$ cat src/utx_pkg.sv
// shared constants of the dual-channel serial transmitter
// assumes a single 250 MHz core clock and 8N1 character framing
package utx_pkg;

  // --------------------------------------------------------------
  // clock and serial timing
  // --------------------------------------------------------------
  localparam int  CLK_PERIOD_PS = 4000;
  localparam int  BAUD_BPS      = 1000000;
  localparam int  BIT_TIME_PS   = 1000000000 / BAUD_BPS * 1000;
  localparam int  BIT_CYCLES    = BIT_TIME_PS / CLK_PERIOD_PS;

  // --------------------------------------------------------------
  // storage, framing, levels
  // --------------------------------------------------------------
  localparam int         FIFO_DEPTH   = 128;
  localparam int         DATA_BITS    = 8;
  localparam logic       MARK_LEVEL   = 1'b1;
  localparam logic       SPACE_LEVEL  = 1'b0;
  localparam logic [2:0] TX_HOLD_ADDR = 3'h0;
  localparam int         PIN_SYNC_W   = 19;

  typedef enum logic [1:0] {
    TX_IDLE,
    TX_START,
    TX_DATA,
    TX_STOP
  } utx_tx_state_e;

endpackage

$ cat src/utx_sync.sv
// two-stage synchroniser for a vector of pin levels
// assumes pins are quasi-static relative to the core clock
`timescale 1ns/1ps
module utx_sync #(
  parameter int W = 1
) (
  input  wire logic         clk_in,
  input  wire logic         srst_in,
  input  wire logic [W-1:0] d_in,
  output logic      [W-1:0] q_out
);

  logic [W-1:0] meta_q;
  logic [W-1:0] meta_d;
  logic [W-1:0] q_q;
  logic [W-1:0] q_d;

  always_comb begin
    meta_d = d_in;
    q_d    = meta_q;
  end

  always_ff @(posedge clk_in) begin
    if (srst_in) begin
      meta_q <= '0;
      q_q    <= '0;
    end else begin
      meta_q <= meta_d;
      q_q    <= q_d;
    end
  end

  assign q_out = q_q;

endmodule

$ cat src/utx_chan.sv
// one transmit channel: byte store, 8N1 shifter, space flag
// assumes writes come one per cycle from the host decode in the top
`timescale 1ns/1ps
module utx_chan #(
  parameter int DEPTH      = utx_pkg::FIFO_DEPTH,
  parameter int BIT_CYCLES = utx_pkg::BIT_CYCLES
) (
  input  wire logic       clk_in,
  input  wire logic       srst_in,
  input  wire logic       tx_enable_in,
  input  wire logic       dma_mode1_in,
  input  wire logic       wr_in,
  input  wire logic [7:0] wr_data_in,
  output logic            serial_line_out,
  output logic            space_avail_n_out
);
  import utx_pkg::*;

  localparam int AW = $clog2(DEPTH);
  localparam int CW = $clog2(BIT_CYCLES + 1);
  localparam logic [CW-1:0] TICK_LOAD = CW'(BIT_CYCLES - 1);
  localparam logic [AW:0]   FULL_CNT  = (AW+1)'(DEPTH);

  logic [7:0]    mem [DEPTH];
  utx_tx_state_e state_q, state_d;
  logic [AW-1:0] wptr_q, wptr_d, rptr_q, rptr_d;
  logic [AW:0]   cnt_q, cnt_d;
  logic [CW-1:0] tick_q, tick_d;
  logic [2:0]    bitn_q, bitn_d;
  logic [7:0]    shf_q, shf_d;
  logic          line_q, line_d;
  logic          push, pop, full;

  // --------------------------------------------------------------
  // store and shifter
  // --------------------------------------------------------------
  assign full = (cnt_q == FULL_CNT);
  assign push = wr_in && !full;

  always_comb begin
    state_d = state_q;
    wptr_d  = wptr_q;
    rptr_d  = rptr_q;
    tick_d  = tick_q;
    bitn_d  = bitn_q;
    shf_d   = shf_q;
    line_d  = line_q;
    pop     = 1'b0;
    if (push)
      wptr_d = wptr_q + 1'b1;
    case (state_q)
      TX_IDLE: begin
        line_d = MARK_LEVEL;
        if (tx_enable_in && cnt_q != '0) begin
          pop     = 1'b1;
          shf_d   = mem[rptr_q];
          rptr_d  = rptr_q + 1'b1;
          tick_d  = TICK_LOAD;
          line_d  = SPACE_LEVEL;
          state_d = TX_START;
        end
      end
      TX_START: begin
        if (tick_q == '0) begin
          tick_d  = TICK_LOAD;
          bitn_d  = '0;
          line_d  = shf_q[0];
          state_d = TX_DATA;
        end else
          tick_d = tick_q - 1'b1;
      end
      TX_DATA: begin
        if (tick_q == '0) begin
          tick_d = TICK_LOAD;
          if (bitn_q == 3'(DATA_BITS - 1)) begin
            line_d  = MARK_LEVEL;
            state_d = TX_STOP;
          end else begin
            bitn_d = bitn_q + 1'b1;
            shf_d  = {1'b0, shf_q[7:1]};
            line_d = shf_q[1];
          end
        end else
          tick_d = tick_q - 1'b1;
      end
      TX_STOP: begin
        if (tick_q == '0)
          state_d = TX_IDLE;
        else
          tick_d = tick_q - 1'b1;
      end
      default: begin
        state_d = TX_IDLE;
        line_d  = MARK_LEVEL;
      end
    endcase
    case ({push, pop})
      2'b10:   cnt_d = cnt_q + 1'b1;
      2'b01:   cnt_d = cnt_q - 1'b1;
      default: cnt_d = cnt_q;
    endcase
  end

  always_ff @(posedge clk_in) begin
    if (srst_in) begin
      state_q <= TX_IDLE;
      wptr_q  <= '0;
      rptr_q  <= '0;
      cnt_q   <= '0;
      tick_q  <= '0;
      bitn_q  <= '0;
      shf_q   <= '0;
      line_q  <= MARK_LEVEL;
    end else begin
      state_q <= state_d;
      wptr_q  <= wptr_d;
      rptr_q  <= rptr_d;
      cnt_q   <= cnt_d;
      tick_q  <= tick_d;
      bitn_q  <= bitn_d;
      shf_q   <= shf_d;
      line_q  <= line_d;
    end
  end

  always_ff @(posedge clk_in) begin
    if (push)
      mem[wptr_q] <= wr_data_in;
  end

  // --------------------------------------------------------------
  // outputs
  // --------------------------------------------------------------
  assign serial_line_out = line_q | ~tx_enable_in;
  // mode 1: low until full; mode 0: low only while empty
  assign space_avail_n_out = dma_mode1_in ? full
                                          : (cnt_q != '0);
endmodule

$ cat src/utx_top.sv
// dual-channel serial transmitter with selectable host strobe style
// assumes host pins are asynchronous; control levels come from core logic
//
// How it works
// - serial line high in reset, when idle and when transmitter disabled.
// - loopback forces pin high and feeds the stream to the receiver.
// - in DMA mode 1 transmit-ready is low while the channel store can take a byte.
// - in DMA mode 1 transmit-ready goes high once the store is full.
// - DMA mode 0 single transfers: ready high as soon as a byte waits.
// - raising the low-power pin enters low-power mode, no register step.
// - low-power stops the oscillator and isolates the host pins.
// - only dropping the low-power pin leaves low-power mode.
// - the falling edge of the low-power pin resets all state.
// - bus select high: separate read/write strobes, per-channel selects.
// - bus select low: one select, read/write line and data strobe.
// - master reset is active high with select high, low otherwise.
// - in single-select style the direction line high reads, low writes.
`timescale 1ns/1ps
module utx_top #(
  parameter int DEPTH      = utx_pkg::FIFO_DEPTH,
  parameter int BIT_CYCLES = utx_pkg::BIT_CYCLES
) (
  input  wire logic       clk_in,
  input  wire logic       srst_in,
  input  wire logic       bus_select_in,
  input  wire logic       master_reset_in,
  input  wire logic       power_down_request_in,
  input  wire logic       cs_a_n_in,
  input  wire logic       cs_b_n_in,
  input  wire logic       rd_strobe_n_in,
  input  wire logic       wr_strobe_n_in,
  input  wire logic [2:0] addr_in,
  input  wire logic       addr3_in,
  input  wire logic [7:0] data_in,
  input  wire logic       tx_enable_a_in,
  input  wire logic       tx_enable_b_in,
  input  wire logic       loopback_a_in,
  input  wire logic       loopback_b_in,
  input  wire logic       dma_mode1_a_in,
  input  wire logic       dma_mode1_b_in,
  output logic            serial_out_a_out,
  output logic            serial_out_b_out,
  output logic            loop_rx_a_out,
  output logic            loop_rx_b_out,
  output logic            tx_space_avail_n_a_out,
  output logic            tx_space_avail_n_b_out,
  output logic            osc_stop_out,
  output logic            host_isolate_out
);
  import utx_pkg::*;

  // --------------------------------------------------------------
  // pin synchronisation
  // --------------------------------------------------------------
  logic [PIN_SYNC_W-1:0] pins_s;
  logic                  bus_sel_s, mr_s, pd_s;
  logic                  csa_n_s, csb_n_s, rd_n_s, wr_n_s, a3_s;
  logic [2:0]            addr_s;
  logic [7:0]            data_s;

  utx_sync #(.W(PIN_SYNC_W)) u_sync (
    .clk_in  (clk_in),
    .srst_in (srst_in),
    .d_in    ({bus_select_in, master_reset_in, power_down_request_in,
               cs_a_n_in, cs_b_n_in, rd_strobe_n_in, wr_strobe_n_in,
               addr3_in, addr_in, data_in}),
    .q_out   (pins_s)
  );

  assign {bus_sel_s, mr_s, pd_s, csa_n_s, csb_n_s, rd_n_s, wr_n_s,
          a3_s, addr_s, data_s} = pins_s;

  // --------------------------------------------------------------
  // power-down and internal reset
  // --------------------------------------------------------------
  logic pd_prev_q, pd_prev_d;
  logic pd_fall, mr_act, rst_int;

  always_comb begin
    pd_prev_d = pd_s;
  end

  always_ff @(posedge clk_in) begin
    if (srst_in)
      pd_prev_q <= 1'b0;
    else
      pd_prev_q <= pd_prev_d;
  end

  assign pd_fall = pd_prev_q & ~pd_s;
  assign mr_act  = bus_sel_s ? mr_s : ~mr_s;
  // channels held in reset while the oscillator is stopped
  assign rst_int = srst_in | mr_act | pd_s | pd_fall;

  // level follows the pin alone, nothing else leaves this mode
  assign osc_stop_out     = pd_s;
  assign host_isolate_out = pd_s;

  // --------------------------------------------------------------
  // host write decode
  // --------------------------------------------------------------
  logic act_now, act_q, act_d, ch_b, wr_a, wr_b, wr_hit;

  always_comb begin
    if (bus_sel_s) begin
      act_now = ~wr_n_s & (~csa_n_s | ~csb_n_s);
      ch_b    = ~csb_n_s & csa_n_s;
    end else begin
      // rd pin is the direction line, wr pin the data strobe
      act_now = ~csa_n_s & ~wr_n_s & ~rd_n_s;
      ch_b    = a3_s;
    end
    act_d = act_now;
  end

  always_ff @(posedge clk_in) begin
    if (rst_int)
      act_q <= 1'b0;
    else
      act_q <= act_d;
  end

  // isolated host pins are ignored while powered down or in reset
  assign wr_hit = act_now & ~act_q & ~rst_int &
                  (addr_s == TX_HOLD_ADDR);
  assign wr_a   = wr_hit & ~ch_b;
  assign wr_b   = wr_hit & ch_b;

  // --------------------------------------------------------------
  // channels
  // --------------------------------------------------------------
  logic line_a, line_b;

  utx_chan #(.DEPTH(DEPTH), .BIT_CYCLES(BIT_CYCLES)) u_chan_a (
    .clk_in            (clk_in),
    .srst_in           (rst_int),
    .tx_enable_in      (tx_enable_a_in),
    .dma_mode1_in      (dma_mode1_a_in),
    .wr_in             (wr_a),
    .wr_data_in        (data_s),
    .serial_line_out   (line_a),
    .space_avail_n_out (tx_space_avail_n_a_out)
  );

  utx_chan #(.DEPTH(DEPTH), .BIT_CYCLES(BIT_CYCLES)) u_chan_b (
    .clk_in            (clk_in),
    .srst_in           (rst_int),
    .tx_enable_in      (tx_enable_b_in),
    .dma_mode1_in      (dma_mode1_b_in),
    .wr_in             (wr_b),
    .wr_data_in        (data_s),
    .serial_line_out   (line_b),
    .space_avail_n_out (tx_space_avail_n_b_out)
  );

  // --------------------------------------------------------------
  // loopback routing
  // --------------------------------------------------------------
  assign serial_out_a_out = loopback_a_in ? MARK_LEVEL : line_a;
  assign serial_out_b_out = loopback_b_in ? MARK_LEVEL : line_b;
  assign loop_rx_a_out    = loopback_a_in ? line_a : MARK_LEVEL;
  assign loop_rx_b_out    = loopback_b_in ? line_b : MARK_LEVEL;
endmodule

$ cat config.mk
export PLATFORM = sky130hd
export DESIGN_NAME = utx_top
export DESIGN_NICKNAME = d
export VERILOG_FILES = /design/src/utx_pkg.sv /design/src/utx_sync.sv /design/src/utx_chan.sv /design/src/utx_top.sv
export SDC_FILE = /design/constraint.sdc
export NUM_CORES = 2
export LEC_CHECK = 0
export BUFFER_PORTS_ARGS = -buffer_cell sky130_fd_sc_hd__buf_2
export CELL_PAD_IN_SITES_DETAIL_PLACEMENT = 1
export CELL_PAD_IN_SITES_GLOBAL_PLACEMENT = 2
export CORE_MARGIN = 4
export CORE_UTILIZATION = 29
export DETAILED_ROUTE_END_ITERATION = 10
export PLACE_DENSITY_LB_ADDON = 0.08
export SKIP_LAST_GASP = 1
export SYNTH_ARGS = -nofsm -noshare
export SYNTH_HDL_FRONTEND = slang
export SYNTH_SLANG_ARGS = --single-unit
$ cat constraint.sdc
create_clock -name clk_in -period 13.8 [get_ports clk_in]
set_clock_uncertainty 0.1 [all_clocks]
set_input_delay 2.76 -clock clk_in [delete_from_list [all_inputs] [get_ports clk_in]]
set_output_delay 2.76 -clock clk_in [all_outputs]
set_load 0.01 [all_outputs]
==> flow_summary.toml <==
[cells_and_area]
drive_above_1_share = 0.228
finalInstanceArea_mm2 = 0.0988
final_net_count = 4511
area_growth_pct = 14.9
final_util = 0.335

[die]
die_y_um = 552
die_w_um = 552
dieArea_mm2 = 0.305
ioPinCount = 35
coreArea_mm2 = 0.295
rows = 199
start_util = 0.292

[timing]
fin_ws_ps = 7490
rsz0062_at_grt = "no"
slew_headroom = 0.208
finalHoldViolations = 0
max_freq_ghz = 0.158
period_minus_slack_ps = 6310
worst_slew_pin_slew_ps = 1180
report.final.slew_viol_count = 0
setup_viol = 0
setup_tns_ps = 0
fin_crit_sh = 0.457

[synthesis]
synth-seq-cells = 2190
ys_seq_area_frac = 0.749
synth_flop_cell = "edfxtp_1"
synth_largest_area_cell = "edfxtp_1"
syn_nets = 4368
synth_cell_types = 78
synthArstFlopShare = 0
netlist.area_leader.share = 0.716
synthesis.area_mm2 = 0.0859
synth_area_leaders = "edfxtp_1 72%, mux4_2 14%, dfxtp_1 3.3%"
yosysMostFrequentCell = "edfxtp_1"
netlist_top_cells_count = "2048 x edfxtp_1, 519 x mux4_2, 393 x nor2_1"
synth_cells = 4313
synth-warning-count = 0
synth_edf_count = 2048
syn_avg_cell_area_um2 = 19.9

[drt]
drt-pass1-iter-count = 5
antenna_left = 0
viasPerCell = 4.86
drtIter0Drc = 2786
routed_wl_um = 257000
avgRoutedWirePerCell_um = 29.9
drcViolationCount = 0
vias = 41700

[clock_tree]
cts_buffer_depth = 4
cts_tree = "built"
cts_sinks = 2190
insertion_delay_ps = 880
numCtsBuffers = 247
ctsResizeCount = 0
path_clk_slew_ps = 60
h-tree-depth = 4
cts_hold_buffers = 0
cts_setup_buffers = 0
cts-root-buf = "clkbuf_16"

[outcome]
status = "finished clean"

[place]
port_buffers = 34
dpl-instance-area_mm2 = 0.0906
post-dp-hpwl_um = 154000
dp_slack_ps = 6540
gp_congestion = 0.733

[worst_hold_path]
worstHoldStart = "u_sync.meta_q[12]$_SDFF_PP0_"
hp-class = "reg -> reg"
min_path_cells = 1
hold_end = "u_sync.q_out[12]$_SDFF_PP0_"

[global_route]
grt_start_max_net_pins = 171
grt_use_total = 0.165
grt_pass1_vias = 45200
antenna_found_initial = 7
overflow = 0
grt_pass1_wl_um = 363000

[critical_path]
required_ps = 10940
worst_setup_path_end_kind = "output port"
worstPathMaxFanout = 3
crit_type = "in -> out"
r2r-end = "u_chan_a.shf_q[6]$_SDFFE_PP0P_"
crit_arrival_ps = 3450
cp-start-kind = "input port"
timing.reg2reg.setup_slack_ps = 8910
rr_worst_depth = 9

[power_and_ir_drop]
p_per_area_mw_per_mm2 = 142
leakage_nw = 25.4
vdd.ir_drop.worst_mv = 0.0962

[run]
drv_cap = 0
layer usage:
layer	vias to the layer above	track usage	part of all wire
li1	18000	-	-
met1	22700	0.224	0.44
met2	724	0.286	0.50
met3	305	0.0189	0.030
met4	0	0.0375	0.022
met5	-	0	0
kinds of logic after synthesis:
family / share of synthesized area
multiplexers: 0.157
XOR/XNOR: 0.00489
adder cells (fa/ha/maj): 0.00408
AND/OR/NAND/NOR: 0.0433
flip-flops: 0.749
buffers and inverters: 0.0162
AO/OA/AOI/OAI: 0.0258
placed cells by master (no fill, tap or decap), types with 14 or more instances in the layout:
cell	Yosys	routed
a22oi_1	41	41
edfxtp_1	2048	2048
nor2b_1	71	69
mux4_1	34	34
clkbuf_16	0	252
inv_1	26	25
mux4_2	519	519
clkinv_1	1	44
nor2_1	393	390
dfxtp_4	0	15
clkinv_2	0	50
buf_4	26	80
xnor2_1	20	20
clkinvlp_4	0	15
a211oi_1	18	18
xor2_1	28	28
a31oi_1	34	34
bufinv_16	0	34
ha_1	28	28
a21oi_1	60	60
dfxtp_1	142	125
nand3b_1	15	15
buf_2	65	34
nand4_1	14	14
nand2_1	163	163
o21ai_0	70	70
clkbuf_1	80	39
mux2i_1	87	87
nor3_1	22	22
o22ai_1	43	43
nand3_1	35	35
through the flow:
step,hold WS (ps),power [mW],std cells
3_5_place_dp,328,7.50,8126
5_1_grt,355,14.5,8580
2_1_floorplan,314,7.44,4313
4_1_cts,340,14.3,8579
6_report,337,14.1,8580
3_3_place_gp,321,7.50,8126
critical path, cell delays in order:
cell	delay [ps]
buf_2	110
or3b_2	430
buf_2	150
final cells by class:
type | count | area, µm²
tap | 3919 | 4900
fill | 29000 | 196000
clock buffer | 294 | 6490
timing repair buffer | 123 | 951
clock inverter | 159 | 1690
sequential | 2190 | 64400
multi-input combinational | 1866 | 20200
inverter | 28 | 105
antenna | 1 | 2.50
flip-flops by register name (all words and copies together), names as in the netlist, named ones only:
signal / cells
u_chan_b.shf_q: 8
u_chan_b.cnt_q: 8
u_chan_a.tick_q: 8
u_chan_a.line_q: 1
u_chan_a.mem: 1024
u_chan_b.rptr_q: 7
u_chan_a.bitn_q: 3
u_sync.meta_q: 19
u_chan_a.wptr_q: 7
u_chan_a.rptr_q: 7
u_chan_a.shf_q: 8
u_chan_b.bitn_q: 3
u_chan_b.wptr_q: 7
u_chan_b.line_q: 1
u_chan_b.mem: 1024
act_q: 1
pd_prev_q: 1
u_sync.q_out: 19
u_chan_a.state_q: 2
u_chan_b.tick_q: 8
u_chan_b.state_q: 2
u_chan_a.cnt_q: 8
where the power goes:
| part | internal, mW | switching, mW | leakage (nW) |
|---|---|---|---|
| combinational | 0.0127 | 0.0887 | 5.09 |
| sequential | 7.23 | 0.0192 | 16.3 |
| clock | 3.97 | 2.73 | 3.99 |
| total | 11.2 | 2.83 | 25.4 |
worst max path at each step:
| stage | start | endpoint | depth (start not counted) |
|---|---|---|---|
| 3_3_place_gp | srst_in | u_chan_b.mem[101][3]$_DFFE_PP_ | 9 |
| 4_1_cts | tx_enable_b_in | serial_out_b_out | 3 |
| 6_report | tx_enable_b_in | serial_out_b_out | 3 |
| 3_5_place_dp | srst_in | u_chan_b.mem[45][1]$_DFFE_PP_ | 9 |
| 2_1_floorplan | srst_in | u_chan_a.cnt_q[4]$_SDFFE_PP0P_ | 14 |
| 5_1_grt | srst_in | u_chan_b.mem[93][0]$_DFFE_PP_ | 9 |
Note: power is estimated with default switching activity, not from simulation.
